**src/logic/asq_pkg.sv**
```systemverilog
package asq_pkg;
    // ------------------------------------------------------------
    // qualifier types, fixed when the logic is built
    // ------------------------------------------------------------
    typedef enum {
        ASQ_CONTINUOUS,
        ASQ_CONDITIONAL,
        ASQ_START_STOP,
        ASQ_STATE_BASED
    } asq_mode_t;

    // acquisition sequencer states
    typedef enum {
        ASQ_IDLE,
        ASQ_ACQUIRE,
        ASQ_DONE
    } asq_state_t;

    // ------------------------------------------------------------
    // register map (byte addresses, one word each)
    // ------------------------------------------------------------
    localparam int ADDR_W = 8;
    localparam logic [7:0] OFS_CTRL = 8'h00;
    localparam logic [7:0] OFS_STATUS = 8'h04;
    localparam logic [7:0] OFS_COND_TERMS = 8'h08;
    localparam logic [7:0] OFS_START_TERMS = 8'h0c;
    localparam logic [7:0] OFS_STOP_TERMS = 8'h10;
    localparam logic [7:0] OFS_TRIG_TERMS = 8'h14;
    localparam logic [7:0] OFS_ADV = 8'h18;

    // control register fields
    localparam int CTRL_ARM = 0;
    localparam int CTRL_QDIS = 1;
    localparam int CTRL_DISC = 2;
    localparam int CTRL_FORCE = 3;
    localparam int CTRL_SEL_LSB = 4;

    // combine selection codes
    localparam logic [1:0] SEL_AND = 2'h0;
    localparam logic [1:0] SEL_OR = 2'h1;
    localparam logic [1:0] SEL_ADV = 2'h2;

    // status register fields
    localparam int STAT_ACQ = 0;
    localparam int STAT_STORING = 1;
    localparam int STAT_TRIG = 2;
    localparam int STAT_OVF = 3;
    localparam int STAT_CNT_LSB = 16;

    // advanced register fields
    localparam int ADV_MASK_LSB = 0;
    localparam int ADV_VAL_LSB = 8;
    localparam int ADV_OP_LSB = 16;

    // per-signal term codes, three bits each
    localparam logic [2:0] TERM_DC = 3'h0;
    localparam logic [2:0] TERM_LOW = 3'h1;
    localparam logic [2:0] TERM_HIGH = 3'h2;
    localparam logic [2:0] TERM_FALL = 3'h3;
    localparam logic [2:0] TERM_RISE = 3'h4;
    localparam logic [2:0] TERM_EDGE = 3'h5;

    // advanced relational operators
    localparam logic [2:0] OP_LT = 3'h0;
    localparam logic [2:0] OP_LE = 3'h1;
    localparam logic [2:0] OP_EQ = 3'h2;
    localparam logic [2:0] OP_NE = 3'h3;
    localparam logic [2:0] OP_GT = 3'h4;
    localparam logic [2:0] OP_GE = 3'h5;

    // reset values
    localparam logic [31:0] CTRL_RST = 32'h0000_0000;
    localparam logic [31:0] TERMS_RST = 32'h0000_0000;
endpackage

```
**src/logic/asq_qualifier.sv**
```systemverilog
// Contract
// - conditional mode writes only when condition true
// - each signal matched against one term
// - basic AND needs every term true
// - advanced condition uses relational operators
// - start/stop writes every cycle until stop
// - start while storing has no effect
// - start and stop together store one sample
// - forced trigger ends a starved acquisition
// - state-based stores nothing before store-start
// - store-stop pauses writing until restarted
// - store-start and store-stop together store one
// - mark stored samples following a pause
// - run-time disable forces continuous writing
// - qualifier type fixed at build time
// - sample continuously until trigger reached
// - trigger evaluated every acquiring cycle
// - continuous type writes every cycle
//
// Added by the designer: strobed register access and the placing of the registers.

// ------------------------------------------------------------
// sample fifo between qualifier and acquisition memory
// ------------------------------------------------------------
module asq_fifo #(
    parameter int W = 9,
    parameter int DEPTH = 16
) (
    input wire logic clock,
    input wire logic srst,
    input wire logic in_valid,
    output logic in_ready,
    input wire logic [W-1:0] in_data,
    output logic out_valid,
    input wire logic out_ready,
    output logic [W-1:0] out_data
);
    localparam int AW = $clog2(DEPTH);

    logic [W-1:0] mem_q [DEPTH];  // storage array
    logic [AW:0] wr_q;  // write pointer with wrap bit
    logic [AW:0] rd_q;  // read pointer with wrap bit
    logic out_valid_q;  // output stage holds a word
    logic [W-1:0] out_data_q;  // output stage data
    wire empty = (wr_q == rd_q);
    wire full = (wr_q[AW] != rd_q[AW]) && (wr_q[AW-1:0] == rd_q[AW-1:0]);
    wire push = in_valid && !full;
    // output stage refills whenever it is free or being drained
    wire load = !empty && (!out_valid_q || out_ready);

    assign in_ready = !full;
    assign out_valid = out_valid_q;
    assign out_data = out_data_q;

    // array write, no reset needed on data
    always_ff @(posedge clock) begin
        if (push) begin
            mem_q[wr_q[AW-1:0]] <= in_data;
        end
    end

    // pointers and output stage
    always_ff @(posedge clock) begin
        if (srst) begin
            wr_q <= '0;
            rd_q <= '0;
            out_valid_q <= 1'b0;
            out_data_q <= '0;
        end else begin
            if (push) begin
                wr_q <= wr_q + 1'b1;
            end
            if (load) begin
                rd_q <= rd_q + 1'b1;
                out_data_q <= mem_q[rd_q[AW-1:0]];
                out_valid_q <= 1'b1;
            end else if (out_ready) begin
                out_valid_q <= 1'b0;
            end
        end
    end
endmodule

// ------------------------------------------------------------
// storage qualifier top
// ------------------------------------------------------------
module asq_qualifier
    import asq_pkg::*;
#(
    parameter asq_mode_t QUAL_MODE = ASQ_CONDITIONAL,
    parameter int N = 8,
    parameter int FIFO_DEPTH = 16
) (
    input wire logic clock,
    input wire logic srst,
    input wire logic [asq_pkg::ADDR_W-1:0] addr,
    input wire logic [31:0] wdata,
    input wire logic wr_stb,
    input wire logic rd_stb,
    output logic [31:0] rdata,
    input wire logic [N-1:0] probe,
    input wire logic store_start,
    input wire logic store_stop,
    output logic mem_valid,
    input wire logic mem_ready,
    output logic [N:0] mem_data,
    output logic acquiring,
    output logic triggered
);
    import asq_pkg::*;

    localparam int TW = 3 * N;

    // ------------------------------------------------------------
    // decoding helpers
    // ------------------------------------------------------------
    // one signal against one basic term
    function automatic logic term_hit(input logic [2:0] code, input logic cur,
                                      input logic prev);
        case (code)
            TERM_DC: term_hit = 1'b1;
            TERM_LOW: term_hit = !cur;
            TERM_HIGH: term_hit = cur;
            TERM_FALL: term_hit = prev && !cur;
            TERM_RISE: term_hit = !prev && cur;
            TERM_EDGE: term_hit = prev != cur;
            default: term_hit = 1'b0;
        endcase
    endfunction

    // relational compare for the advanced condition
    function automatic logic adv_eval(input logic [2:0] op, input logic [N-1:0] a,
                                      input logic [N-1:0] b);
        case (op)
            OP_LT: adv_eval = a < b;
            OP_LE: adv_eval = a <= b;
            OP_EQ: adv_eval = a == b;
            OP_NE: adv_eval = a != b;
            OP_GT: adv_eval = a > b;
            OP_GE: adv_eval = a >= b;
            default: adv_eval = 1'b0;
        endcase
    endfunction

    // ------------------------------------------------------------
    // registers
    // ------------------------------------------------------------
    logic qdis_q;  // qualifier bypass
    logic disc_q;  // record discontinuities
    logic [1:0] sel_q;  // and / or / advanced
    logic [TW-1:0] cond_q;  // conditional terms
    logic [TW-1:0] start_q;  // start terms
    logic [TW-1:0] stop_q;  // stop terms
    logic [TW-1:0] trig_q;  // trigger terms
    logic [N-1:0] adv_mask_q;  // advanced operand mask
    logic [N-1:0] adv_val_q;  // advanced compare value
    logic [2:0] adv_op_q;  // advanced operator
    logic [N-1:0] prev_q;  // last cycle's probe sample
    logic storing_q;  // start/stop capture running
    logic gap_q;  // a sample was skipped since last store
    logic ovf_q;  // fifo refused a qualified sample
    logic [15:0] cnt_q;  // samples stored this acquisition
    logic [31:0] rdata_q;  // read data register
    asq_state_t state_q;  // acquisition sequencer

    // ------------------------------------------------------------
    // bus decode
    // ------------------------------------------------------------
    wire wr_ctrl = wr_stb && (addr == OFS_CTRL);
    wire arm = wr_ctrl && wdata[CTRL_ARM];
    wire force_trig = wr_ctrl && wdata[CTRL_FORCE];
    wire acq = (state_q == ASQ_ACQUIRE);

    // ------------------------------------------------------------
    // per-signal term evaluation, four term sets
    // ------------------------------------------------------------
    logic [N-1:0] cond_vec;
    logic [N-1:0] start_vec;
    logic [N-1:0] stop_vec;
    logic [N-1:0] trig_vec;
    logic [N-1:0] cond_care;  // signals whose conditional term is not don't care
    for (genvar i = 0; i < N; i++) begin : g_term
        // a don't-care signal must not satisfy an or on its own
        assign cond_care[i] = (cond_q[3*i +: 3] != TERM_DC);
        // edges use the registered previous sample
        assign cond_vec[i] = term_hit(cond_q[3*i +: 3], probe[i], prev_q[i]);
        assign start_vec[i] = term_hit(start_q[3*i +: 3], probe[i], prev_q[i]);
        assign stop_vec[i] = term_hit(stop_q[3*i +: 3], probe[i], prev_q[i]);
        assign trig_vec[i] = term_hit(trig_q[3*i +: 3], probe[i], prev_q[i]);
    end

    wire and_hit = &cond_vec;
    wire or_hit = |(cond_vec & cond_care);
    wire adv_hit = adv_eval(adv_op_q, probe & adv_mask_q, adv_val_q);
    wire cond_hit = (sel_q == SEL_OR) ? or_hit : (sel_q == SEL_ADV) ? adv_hit : and_hit;
    wire start_hit = &start_vec;
    wire stop_hit = &stop_vec;
    // trigger logic looks at every acquiring cycle, whatever the qualifier says
    wire trig_hit = acq && &trig_vec;

    // start/stop and state-based share one store latch with its own sources
    wire go = (QUAL_MODE == ASQ_STATE_BASED) ? store_start : start_hit;
    wire halt = (QUAL_MODE == ASQ_STATE_BASED) ? store_stop : stop_hit;
    // a start while already storing changes nothing
    wire store_now = storing_q || go;
    // the go cycle itself stores, so go with halt stores exactly one
    wire storing_d = store_now && !halt;

    // qualified write request; the build-time type picks the source
    wire want = qdis_q ? 1'b1 :
        (QUAL_MODE == ASQ_CONTINUOUS) ? 1'b1 :
        (QUAL_MODE == ASQ_CONDITIONAL) ? cond_hit : store_now;
    wire wr_req = acq && want;
    wire fifo_ready;
    // a full fifo refuses the store: the sample is dropped and counted as a gap
    wire push = wr_req && fifo_ready;
    wire mark = disc_q && gap_q;

    // ------------------------------------------------------------
    // read mux
    // ------------------------------------------------------------
    wire [31:0] status_w = {cnt_q, 12'h000, ovf_q, triggered, storing_q, acq};
    wire [31:0] ctrl_w = {26'h0, sel_q, 1'b0, disc_q, qdis_q, 1'b0};
    wire [31:0] adv_w = {13'h0, adv_op_q, {(8 - N){1'b0}}, adv_val_q,
                         {(8 - N){1'b0}}, adv_mask_q};
    wire [31:0] rd_mux =
        (addr == OFS_CTRL) ? ctrl_w :
        (addr == OFS_STATUS) ? status_w :
        (addr == OFS_COND_TERMS) ? 32'(cond_q) :
        (addr == OFS_START_TERMS) ? 32'(start_q) :
        (addr == OFS_STOP_TERMS) ? 32'(stop_q) :
        (addr == OFS_TRIG_TERMS) ? 32'(trig_q) :
        (addr == OFS_ADV) ? adv_w : 32'h0000_0000;

    // ------------------------------------------------------------
    // register writes
    // ------------------------------------------------------------
    // configuration registers, written by software only
    always_ff @(posedge clock) begin
        if (srst) begin
            qdis_q <= CTRL_RST[CTRL_QDIS];
            disc_q <= CTRL_RST[CTRL_DISC];
            sel_q <= CTRL_RST[CTRL_SEL_LSB +: 2];
            cond_q <= TERMS_RST[TW-1:0];
            start_q <= TERMS_RST[TW-1:0];
            stop_q <= TERMS_RST[TW-1:0];
            trig_q <= TERMS_RST[TW-1:0];
            adv_mask_q <= '0;
            adv_val_q <= '0;
            adv_op_q <= OP_EQ;
        end else if (wr_stb) begin
            if (addr == OFS_CTRL) begin
                qdis_q <= wdata[CTRL_QDIS];  // may change mid-run
                disc_q <= wdata[CTRL_DISC];
                sel_q <= wdata[CTRL_SEL_LSB +: 2];
            end
            if (addr == OFS_COND_TERMS) cond_q <= wdata[TW-1:0];
            if (addr == OFS_START_TERMS) start_q <= wdata[TW-1:0];
            if (addr == OFS_STOP_TERMS) stop_q <= wdata[TW-1:0];
            if (addr == OFS_TRIG_TERMS) trig_q <= wdata[TW-1:0];
            if (addr == OFS_ADV) begin
                adv_mask_q <= wdata[ADV_MASK_LSB +: N];
                adv_val_q <= wdata[ADV_VAL_LSB +: N];
                adv_op_q <= wdata[ADV_OP_LSB +: 3];
            end
        end
    end

    // read data stands only in the cycle after the strobe
    always_ff @(posedge clock) begin
        if (srst) begin
            rdata_q <= 32'h0000_0000;
        end else begin
            rdata_q <= rd_stb ? rd_mux : 32'h0000_0000;
        end
    end

    // ------------------------------------------------------------
    // acquisition sequencer
    // ------------------------------------------------------------
    // arm starts a fresh run; trigger or a forced stop ends it
    always_ff @(posedge clock) begin
        if (srst) begin
            state_q <= ASQ_IDLE;
        end else begin
            case (state_q)
                ASQ_IDLE, ASQ_DONE: begin
                    if (arm) state_q <= ASQ_ACQUIRE;
                end
                ASQ_ACQUIRE: begin
                    // forced end rescues a run that qualification starved
                    if (trig_hit || force_trig) state_q <= ASQ_DONE;
                end
                default: state_q <= ASQ_IDLE;
            endcase
        end
    end

    // sample history and qualifier state
    always_ff @(posedge clock) begin
        if (srst) begin
            prev_q <= '0;
            storing_q <= 1'b0;
            gap_q <= 1'b0;
            ovf_q <= 1'b0;
            cnt_q <= 16'h0000;
        end else begin
            prev_q <= probe;
            if (arm) begin
                storing_q <= 1'b0;  // nothing stored until a start
                gap_q <= 1'b0;
                ovf_q <= 1'b0;
                cnt_q <= 16'h0000;
            end else if (acq) begin
                storing_q <= storing_d;
                gap_q <= !push;
                if (wr_req && !fifo_ready) ovf_q <= 1'b1;
                if (push) cnt_q <= cnt_q + 16'h0001;
            end
        end
    end

    // output flags
    always_ff @(posedge clock) begin
        if (srst) begin
            acquiring <= 1'b0;
            triggered <= 1'b0;
        end else begin
            acquiring <= (state_q == ASQ_ACQUIRE) ? !(trig_hit || force_trig) : arm;
            if (arm) triggered <= 1'b0;
            else if (trig_hit || (acq && force_trig)) triggered <= 1'b1;
        end
    end

    assign rdata = rdata_q;

    // ------------------------------------------------------------
    // sample fifo toward acquisition memory
    // ------------------------------------------------------------
    asq_fifo #(.W(N + 1), .DEPTH(FIFO_DEPTH)) u_fifo (
        .clock(clock),
        .srst(srst),
        .in_valid(push),
        .in_ready(fifo_ready),
        .in_data({mark, probe}),
        .out_valid(mem_valid),
        .out_ready(mem_ready),
        .out_data(mem_data)
    );
endmodule

```
**config.mk**
```make
export PLATFORM = sky130hd
export DESIGN_NAME = asq_qualifier
export DESIGN_NICKNAME = d
export VERILOG_FILES = /design/src/logic/asq_pkg.sv /design/src/logic/asq_qualifier.sv
export SDC_FILE = /design/constraint.sdc
export NUM_CORES = 1
export LEC_CHECK = 0
export BUFFER_PORTS_ARGS = -buffer_cell sky130_fd_sc_hd__buf_4
export CORE_ASPECT_RATIO = 0.5
export CORE_MARGIN = 2
export CORE_UTILIZATION = 40
export CTS_CLUSTER_SIZE = 20
export DETAILED_ROUTE_END_ITERATION = 8
export PLACE_DENSITY = 0.67
export SYNTH_ARGS = -nofsm -noshare
export SYNTH_HDL_FRONTEND = slang
export SYNTH_HIERARCHICAL = 1
export SYNTH_SLANG_ARGS = --single-unit
```
**constraint.sdc**
```tcl
create_clock -name clock -period 3.5 [get_ports clock]
set_input_delay 0.35 -clock clock [delete_from_list [all_inputs] [get_ports clock]]
set_output_delay 0.35 -clock clock [all_outputs]
set_load 0.02 [all_outputs]
```
==> flow_summary_export.csv, run 1 <==
group,metric,value,unit
yosys,yosysUniqueCellTypes,70,
grt,grt_overflow_total,0,
grt,grt_pass1_vias,12120,
critical_path,cpPeakStageDelay,0.51,ns
sta,drv_slew,0,
sta,skew,0.01689,ns
clock_network,cts.sinks,346,
finish,area_growth,18.11,%
placement,port_buffers,88,
clock_network,path_clk_slew,0.07,ns
worst_hold_path,min_from,"wdata[19]",
power_and_ir_drop,p_seq_share,48.4,%
sta,timing_worst_slew_pin_value,1.031,ns
finish,layout-drive-gt1-share,17.54,%
grt,grt_max_degree,155,
sta,relSlewSlack,31.30,%
outcome,status,"finished clean",
critical_path,critPathRequiredTime,3.76,ns
detailed_routing,dr.pass1.iters,5,
clock_network,cts-root-buf,"clkbuf_16",
floorplanning,die-area,0.04134,mm²
power_and_ir_drop,power.density,467.5,mW/mm²
critical_path,critPathCaptureType,"flip-flop",
critical_path,slowest_stage,"or4b_1",
critical_path,cp_cell_sequence,"and2_1, ha_1, nand4_1, or2_1, or4b_1, a31oi_1, nor2b_1, a31oi_4, a21boi_4, buf_12, and3_1, buf_12",
yosys,synth-async-reset-ratio,0,%
critical_path,crit_arrival,3.60,ns
critical_path,critPathKind,"flip-flop to flip-flop",
worst_hold_path,min_to,"start_q[19]",
clock_network,postCtsHoldBufs,0,
yosys,yosysWarnings,6,
yosys,syn_avg_cell_area,9.908,µm²
grt,antenna_found_initial,0,
sta,fin_crit_sh,95.53,%
worst_hold_path,hp-class,"input port to flip-flop",
power_and_ir_drop,switching_share,22.64,%
power_and_ir_drop,combPwrFrac,6.1,%
yosys,synthAdderAreaFrac,2.368,%
detailed_routing,drc_errors,0,
placement,hpwl,31480,µm
placement,gp_congestion,0.9239,
power_and_ir_drop,leakage,6.275,nW
clock_network,cts_buffers,35,
finish,mostFrequentLayoutCells,"nand2_1 (282), dfxtp_1 (200), a21oi_1 (186)",
clock_network,cts_tree,"yes",
grt,grt_pass1_wl,70510,µm
clock_network,worstSkewPairLatency,0.55,ns
sta,setup_tns,0,ns
yosys,muxShareOfSynthArea,7.309,%
detailed_routing,ant_nets,0,
yosys,netlist_instances,1600,
critical_path,start_kind,"flip-flop",
floorplanning,io_pins,99,
detailed_routing,vias,12820,
floorplanning,die_height,144.8,µm
yosys,ys_ff_latch,346,
finish,layout.nets,1798,
power_and_ir_drop,cell_internal_pwr,0.006771,W
yosys,synth_ff_type,"dfxtp_1",
sta,finalHoldViolations,0,
clock_network,cts_max_level,2,
power_and_ir_drop,p_switching,0.001981,W
floorplanning,core_area,0.03899,mm²
floorplanning,initial_utilization,40.66,%
critical_path,rrSetupSlack,0.16,ns
detailed_routing,wl_per_cell,20.21,µm
worst_hold_path,holdPathStages,3,
critical_path,r2r-start,"adv_mask_q[5]",
power_and_ir_drop,vdd_ir_drop_max,0.0002873,V
grt,grt_use_total,22.14,%
critical_path,crit_top_cell,"buf_12",
finish,finish.utilization,48.02,%
critical_path,rr_worst_depth,12,
critical_path,r2r-end,"u_fifo/mem_q[13][0]",
yosys,synth_top_family_by_area,"compound AO/OA/AOI/OAI gates",
power_and_ir_drop,power,0.008753,W
yosys,netlist_area,0.01585,mm²
sta,clock.fmax,0.2991,GHz
yosys,synth_nets,1685,
floorplanning,row_count,51,
floorplanning,dieWidth,285.5,µm
detailed_routing,wl,45850,µm
yosys,synth_edf_count,144,
finish,layout_commonest_cell,"nand2_1",
detailed_routing,drtIter0Drc,1087,
finish,antennaDiodeCount,0,
critical_path,cp_max_fo,15,
yosys,synth-xor-area-share,0.7735,%
power_and_ir_drop,power_frac_clock,45.5,%
sta,min_period,3.344,ns
sta,rsz0062_at_grt,"false",
clock_network,clock_path_buffers,3,
sta,setup_viol,0,
yosys,seq_area_frac_synth,52.79,%
detailed_routing,via_per_inst,5.652,
flow_run,maxCapViolCount,0,
yosys,synth-compound-area-share,16.48,%
yosys,synth-simple-area-share,15.49,%
-- registers in the layout, indices dropped and copies added, names as in the netlist, 8 cells and up --
register         flops
adv_val_q            8
start_q             24
u_fifo/out_data      9
adv_mask_q           8
u_fifo/mem_q       144
stop_q              24
cond_q              24
rdata               32
prev_q               8
cnt_q               16
trig_q              24
-- worst max-delay path by stage --
stage | slack, ns | cells after the start | endpoint | start
detailed placement | -0.01 | 13 | u_fifo/mem_q[3][5] | probe[3]
global route | 0.01 | 12 | u_fifo/mem_q[13][0] | adv_mask_q[5]
finish | 0.16 | 12 | u_fifo/mem_q[13][0] | adv_mask_q[5]
CTS | 0.16 | 12 | u_fifo/mem_q[3][3] | adv_mask_q[5]
global placement | -0.01 | 13 | u_fifo/mem_q[11][2] | probe[3]
floorplan | -0.08 | 12 | u_fifo/mem_q[11][0] | probe[1]
-- power by group through the flow --
stage               logic, W  clock network [W]  registers [W]
floorplan           0.000259                  0        0.00435
global placement    0.000527                  0        0.00432
detailed placement  0.000531                  0        0.00432
CTS                 0.000533            0.00403        0.00424
global route        0.000577            0.00419        0.00424
finish              0.000536            0.00398        0.00424
-- synthesized netlist by cell type, types with 6 or more instances --
master | count | share of area [%]
o22ai_1 | 28 | 1.1
mux2i_1 | 28 | 1.8
o21ai_0 | 36 | 1.1
a21oi_1 | 187 | 5.9
ha_1 | 30 | 2.4
mux4_2 | 27 | 3.8
nand2_1 | 282 | 6.7
a31oi_1 | 30 | 1.2
nand4_1 | 9 | 0.36
o211ai_1 | 8 | 0.38
a21o_1 | 9 | 0.43
o311ai_0 | 8 | 0.44
nand3_1 | 26 | 0.82
edfxtp_1 | 144 | 27
dfxtp_1 | 202 | 26
nand2b_1 | 10 | 0.39
nor3b_1 | 8 | 0.38
inv_1 | 85 | 2.0
a211oi_1 | 23 | 1.1
and3_1 | 20 | 0.79
a22oi_1 | 42 | 2.0
nor2b_1 | 20 | 0.79
xnor2_1 | 11 | 0.61
nor3_1 | 42 | 1.3
nand3b_1 | 8 | 0.38
mux2_2 | 23 | 1.6
nor2_1 | 65 | 1.5
clkbuf_1 | 55 | 1.3
and2_1 | 21 | 0.83
a221oi_1 | 13 | 0.72
buf_2 | 25 | 0.79
buf_4 | 6 | 0.28
-- kinds of logic (layout without fill, tap and decap cells) --
logic type               Yosys count  after routing
AND/OR/NAND/NOR                  535            535
AO/OA/AOI/OAI                    419            419
flip-flops                       346            346
buffers and inverters            177            316
multiplexers                      79             79
adder cells (fa/ha/maj)           30             30
XOR/XNOR                          14             14
-- timing repair --
| item | CTS | global route |
|---|---|---|
| gates resized for setup | 0 | 4 |
| setup buffers | 0 | 1 |
| setup endpoints to repair | 0 | 27 |
| hold endpoints to repair | 0 | 0 |
-- layout make-up --
| cell class | instances | area (µm²) |
|---|---|---|
| Clock buffer | 50 | 1022 |
| Clock inverter | 13 | 205.2 |
| Fill cell | 3544 | 20260 |
| Inverter | 85 | 319.1 |
| Multi-Input combinational cell | 1077 | 6797 |
| Sequential cell | 346 | 8371 |
| Tap cell | 530 | 663.1 |
| Timing Repair Buffer | 168 | 1348 |
-- per-layer routing --
metal,share of wire (%),track usage (%),vias to the layer above
met1,43,29.19,6243
met3,6.8,4.091,114
met4,4.2,9.920,0
li1,-,-,6020
met2,46,35.87,447
met5,0,0,-
-- through the flow --
stage	worst slack, ns	cells	hold slack [ns]	area (µm²)
global route	0.009571	2269	0.07429	18720
finish	0.1565	2269	0.08330	18720
detailed placement	-0.01372	2205	0.4623	17470
floorplan	-0.07760	1600	0.4372	15920
global placement	-0.01406	2205	0.4588	17470
CTS	0.1551	2268	0.05885	18690
-- critical path: cells and delay by family, from the launching register on --
family	cells	cell delay (ns)
buffers and inverters	2	0.31
AND/OR/NAND/NOR	6	1.36
AO/OA/AOI/OAI	3	0.74
adder cells (fa/ha/maj)	1	0.28
flip-flops	1	0.36
Power figures use the tool's default switching activity.
==> run 2: changes to the inputs <==
Settings changed: CORE_UTILIZATION 40 to 25, PLACE_DENSITY 0.67 to 0.49.
==> run 2 against run 1 <==
Net effect: sequential power hardly changed; setup slack worse by 0.0052 ns; core utilization is 18 points lower; final cell count is 14% higher; combinational power is 4.9% higher; sequential share of layout area is 0.85 points lower; clock skew is 0.0094 ns higher; via count is 1.2% lower.
==> flow_summary_export.csv, run 2 (synthesized netlist as in run 1, its figures left out) <==
group,metric,value,unit
grt,antenna_found_initial,2,
sta,clock.fmax,0.2986,GHz
detailed_routing,wl,51150,µm
critical_path,cpLargestDelayFamily,"simple AND/OR/NAND/NOR gates",
detailed_routing,dr.pass1.iters,5,
detailed_routing,drtIter0Drc,861,
clock_network,worstSkewPairLatency,0.54,ns
finish,area_growth,20.40,%
critical_path,crit_buf_inv,2,
floorplanning,die-area,0.06556,mm²
floorplanning,die_height,182.1,µm
clock_network,cts_tree,"yes",
critical_path,cp_max_fo,9,
critical_path,start_kind,"flip-flop",
sta,setup_tns,0,ns
flow_run,maxCapViolCount,0,
clock_network,post_cts_buffers,0,
placement,port_buffers,88,
power_and_ir_drop,leakage,6.292,nW
critical_path,rr_worst_depth,12,
placement,placed_cell_area,0.01795,mm²
detailed_routing,ant_nets,0,
finish,largest_register_ffs,144,
clock_network,cts.sinks,346,
sta,min_period,3.349,ns
sta,timing_worst_slew_pin_value,0.7844,ns
detailed_routing,via_per_inst,4.887,
critical_path,critPathKind,"flip-flop to flip-flop",
clock_network,cts_buffers,37,
outcome,status,"finished clean",
placement,hpwl,35830,µm
clock_network,path_clk_slew,0.07,ns
finish,layout_commonest_cell,"nand2_1",
clock_network,cts_max_level,2,
sta,whs,0.07817,ns
placement,pre_cts_ws,0.03701,ns
clock_network,postCtsHoldBufs,0,
floorplanning,core_area,0.06287,mm²
sta,relSlewSlack,47.70,%
worst_hold_path,hp-class,"input port to flip-flop",
power_and_ir_drop,power.density,449.5,mW/mm²
sta,skew,0.02628,ns
detailed_routing,drc_errors,0,
finish,layout.nets,1813,
sta,setup_viol,0,
sta,rsz0062_at_grt,"false",
critical_path,critPathCaptureType,"flip-flop",
floorplanning,row_count,65,
sta,drv_slew,0,
floorplanning,io_pins,99,
grt,grt_use_total,15.31,%
worst_hold_path,holdPathStages,3,
floorplanning,dieWidth,360.1,µm
grt,grt_pass1_vias,12330,
finish,layout-drive-gt1-share,18.01,%
grt,grt_pass1_wl,76790,µm
critical_path,slowest_stage,"or4b_1",
detailed_routing,vias,12670,
critical_path,crit_top_cell,"nor2b_1",
sta,fin_crit_sh,95.68,%
sta,setup_ws,0.1513,ns
critical_path,critPathRequiredTime,3.74,ns
grt,grt_overflow_total,0,
power_and_ir_drop,vdd_ir_drop_max,0.0002488,V
finish,mostFrequentLayoutCells,"nand2_1 (282), dfxtp_1 (200), a21oi_1 (186)",
finish,nFillCells,6492,
clock_network,clock_path_buffers,3,
critical_path,crit_arrival,3.58,ns
placement,gp_congestion,0.8616,
finish,fin_area,0.01909,mm²
critical_path,cp_cell_sequence,"and2_1, ha_1, nand4_1, or2_1, or4b_1, a31oi_1, nor2b_1, a31oi_4, buf_4, o211ai_1, nor2b_1, buf_6",
sta,finalHoldViolations,0,
critical_path,worst-path-stages,12,
finish,antennaDiodeCount,0,
grt,grt_max_degree,154,
floorplanning,initial_utilization,25.22,%
clock_network,cts-root-buf,"clkbuf_16",
detailed_routing,wl_per_cell,19.73,µm
critical_path,cpPeakStageDelay,0.50,ns
## run 2: power by group
part           switching, W  total [W]  internal, W
clock network       0.00166    0.00378      0.00212
logic              0.000357   0.000562     0.000205
registers         0.0000166    0.00424      0.00422
## run 2: path summary, 6_finish.rpt
path	from	to	slack (ns)
worst max-delay path	adv_mask_q[5]	u_fifo/mem_q[11][2]	0.15
worst min-delay path	wdata[17]	adv_op_q[1]	0.08
worst max register to register	adv_mask_q[5]	u_fifo/mem_q[11][2]	0.15
worst min register to register	adv_val_q[6]	adv_val_q[6]	0.47
## run 2: tightest hold or removal path, delay by kind of cell
| kind | cells | cell delay [ns] |
|---|---|---|
| and+or+nand+nor | 2 | 0.12 |
| buffers and inverters | 1 | 0.12 |
## run 2: area by class of cell
class,instances,area [µm²],share of cell area (%)
Sequential cell,346,8371,43.85
Multi-Input combinational cell,1077,6789,35.57
Timing Repair Buffer,181,1429,7.486
Tap cell,837,1047,5.487
Clock buffer,45,965.9,5.061
Inverter,85,319.1,1.672
Clock inverter,21,166.4,0.8718
## run 2: timing repair
action | 4_1_cts | 5_1_grt
endpoints found under the setup margin | 0 | 17
endpoints found under the hold margin | 0 | 0
resized for setup | 0 | 2
## run 2: through the flow
step                      total power [W]  utilization [%]  instances
after CTS                        0.008700            30.35       2592
after global placement           0.004889            28.55       2526
after detailed placement         0.004892            28.55       2526
after global routing             0.008895            30.36       2592
after floorplan                  0.004606                -       1600
final                            0.008579            30.36       2592
## run 2: layer usage
| layer | vias up | global-route usage [%] | share of wire (%) |
|---|---|---|---|
| met5 | - | 0 | 0.025 |
| met4 | 2 | 4.857 | 2.9 |
| met3 | 84 | 2.223 | 4.5 |
| met2 | 291 | 25.90 | 47 |
| met1 | 6234 | 20.20 | 45 |
| li1 | 6055 | - | - |
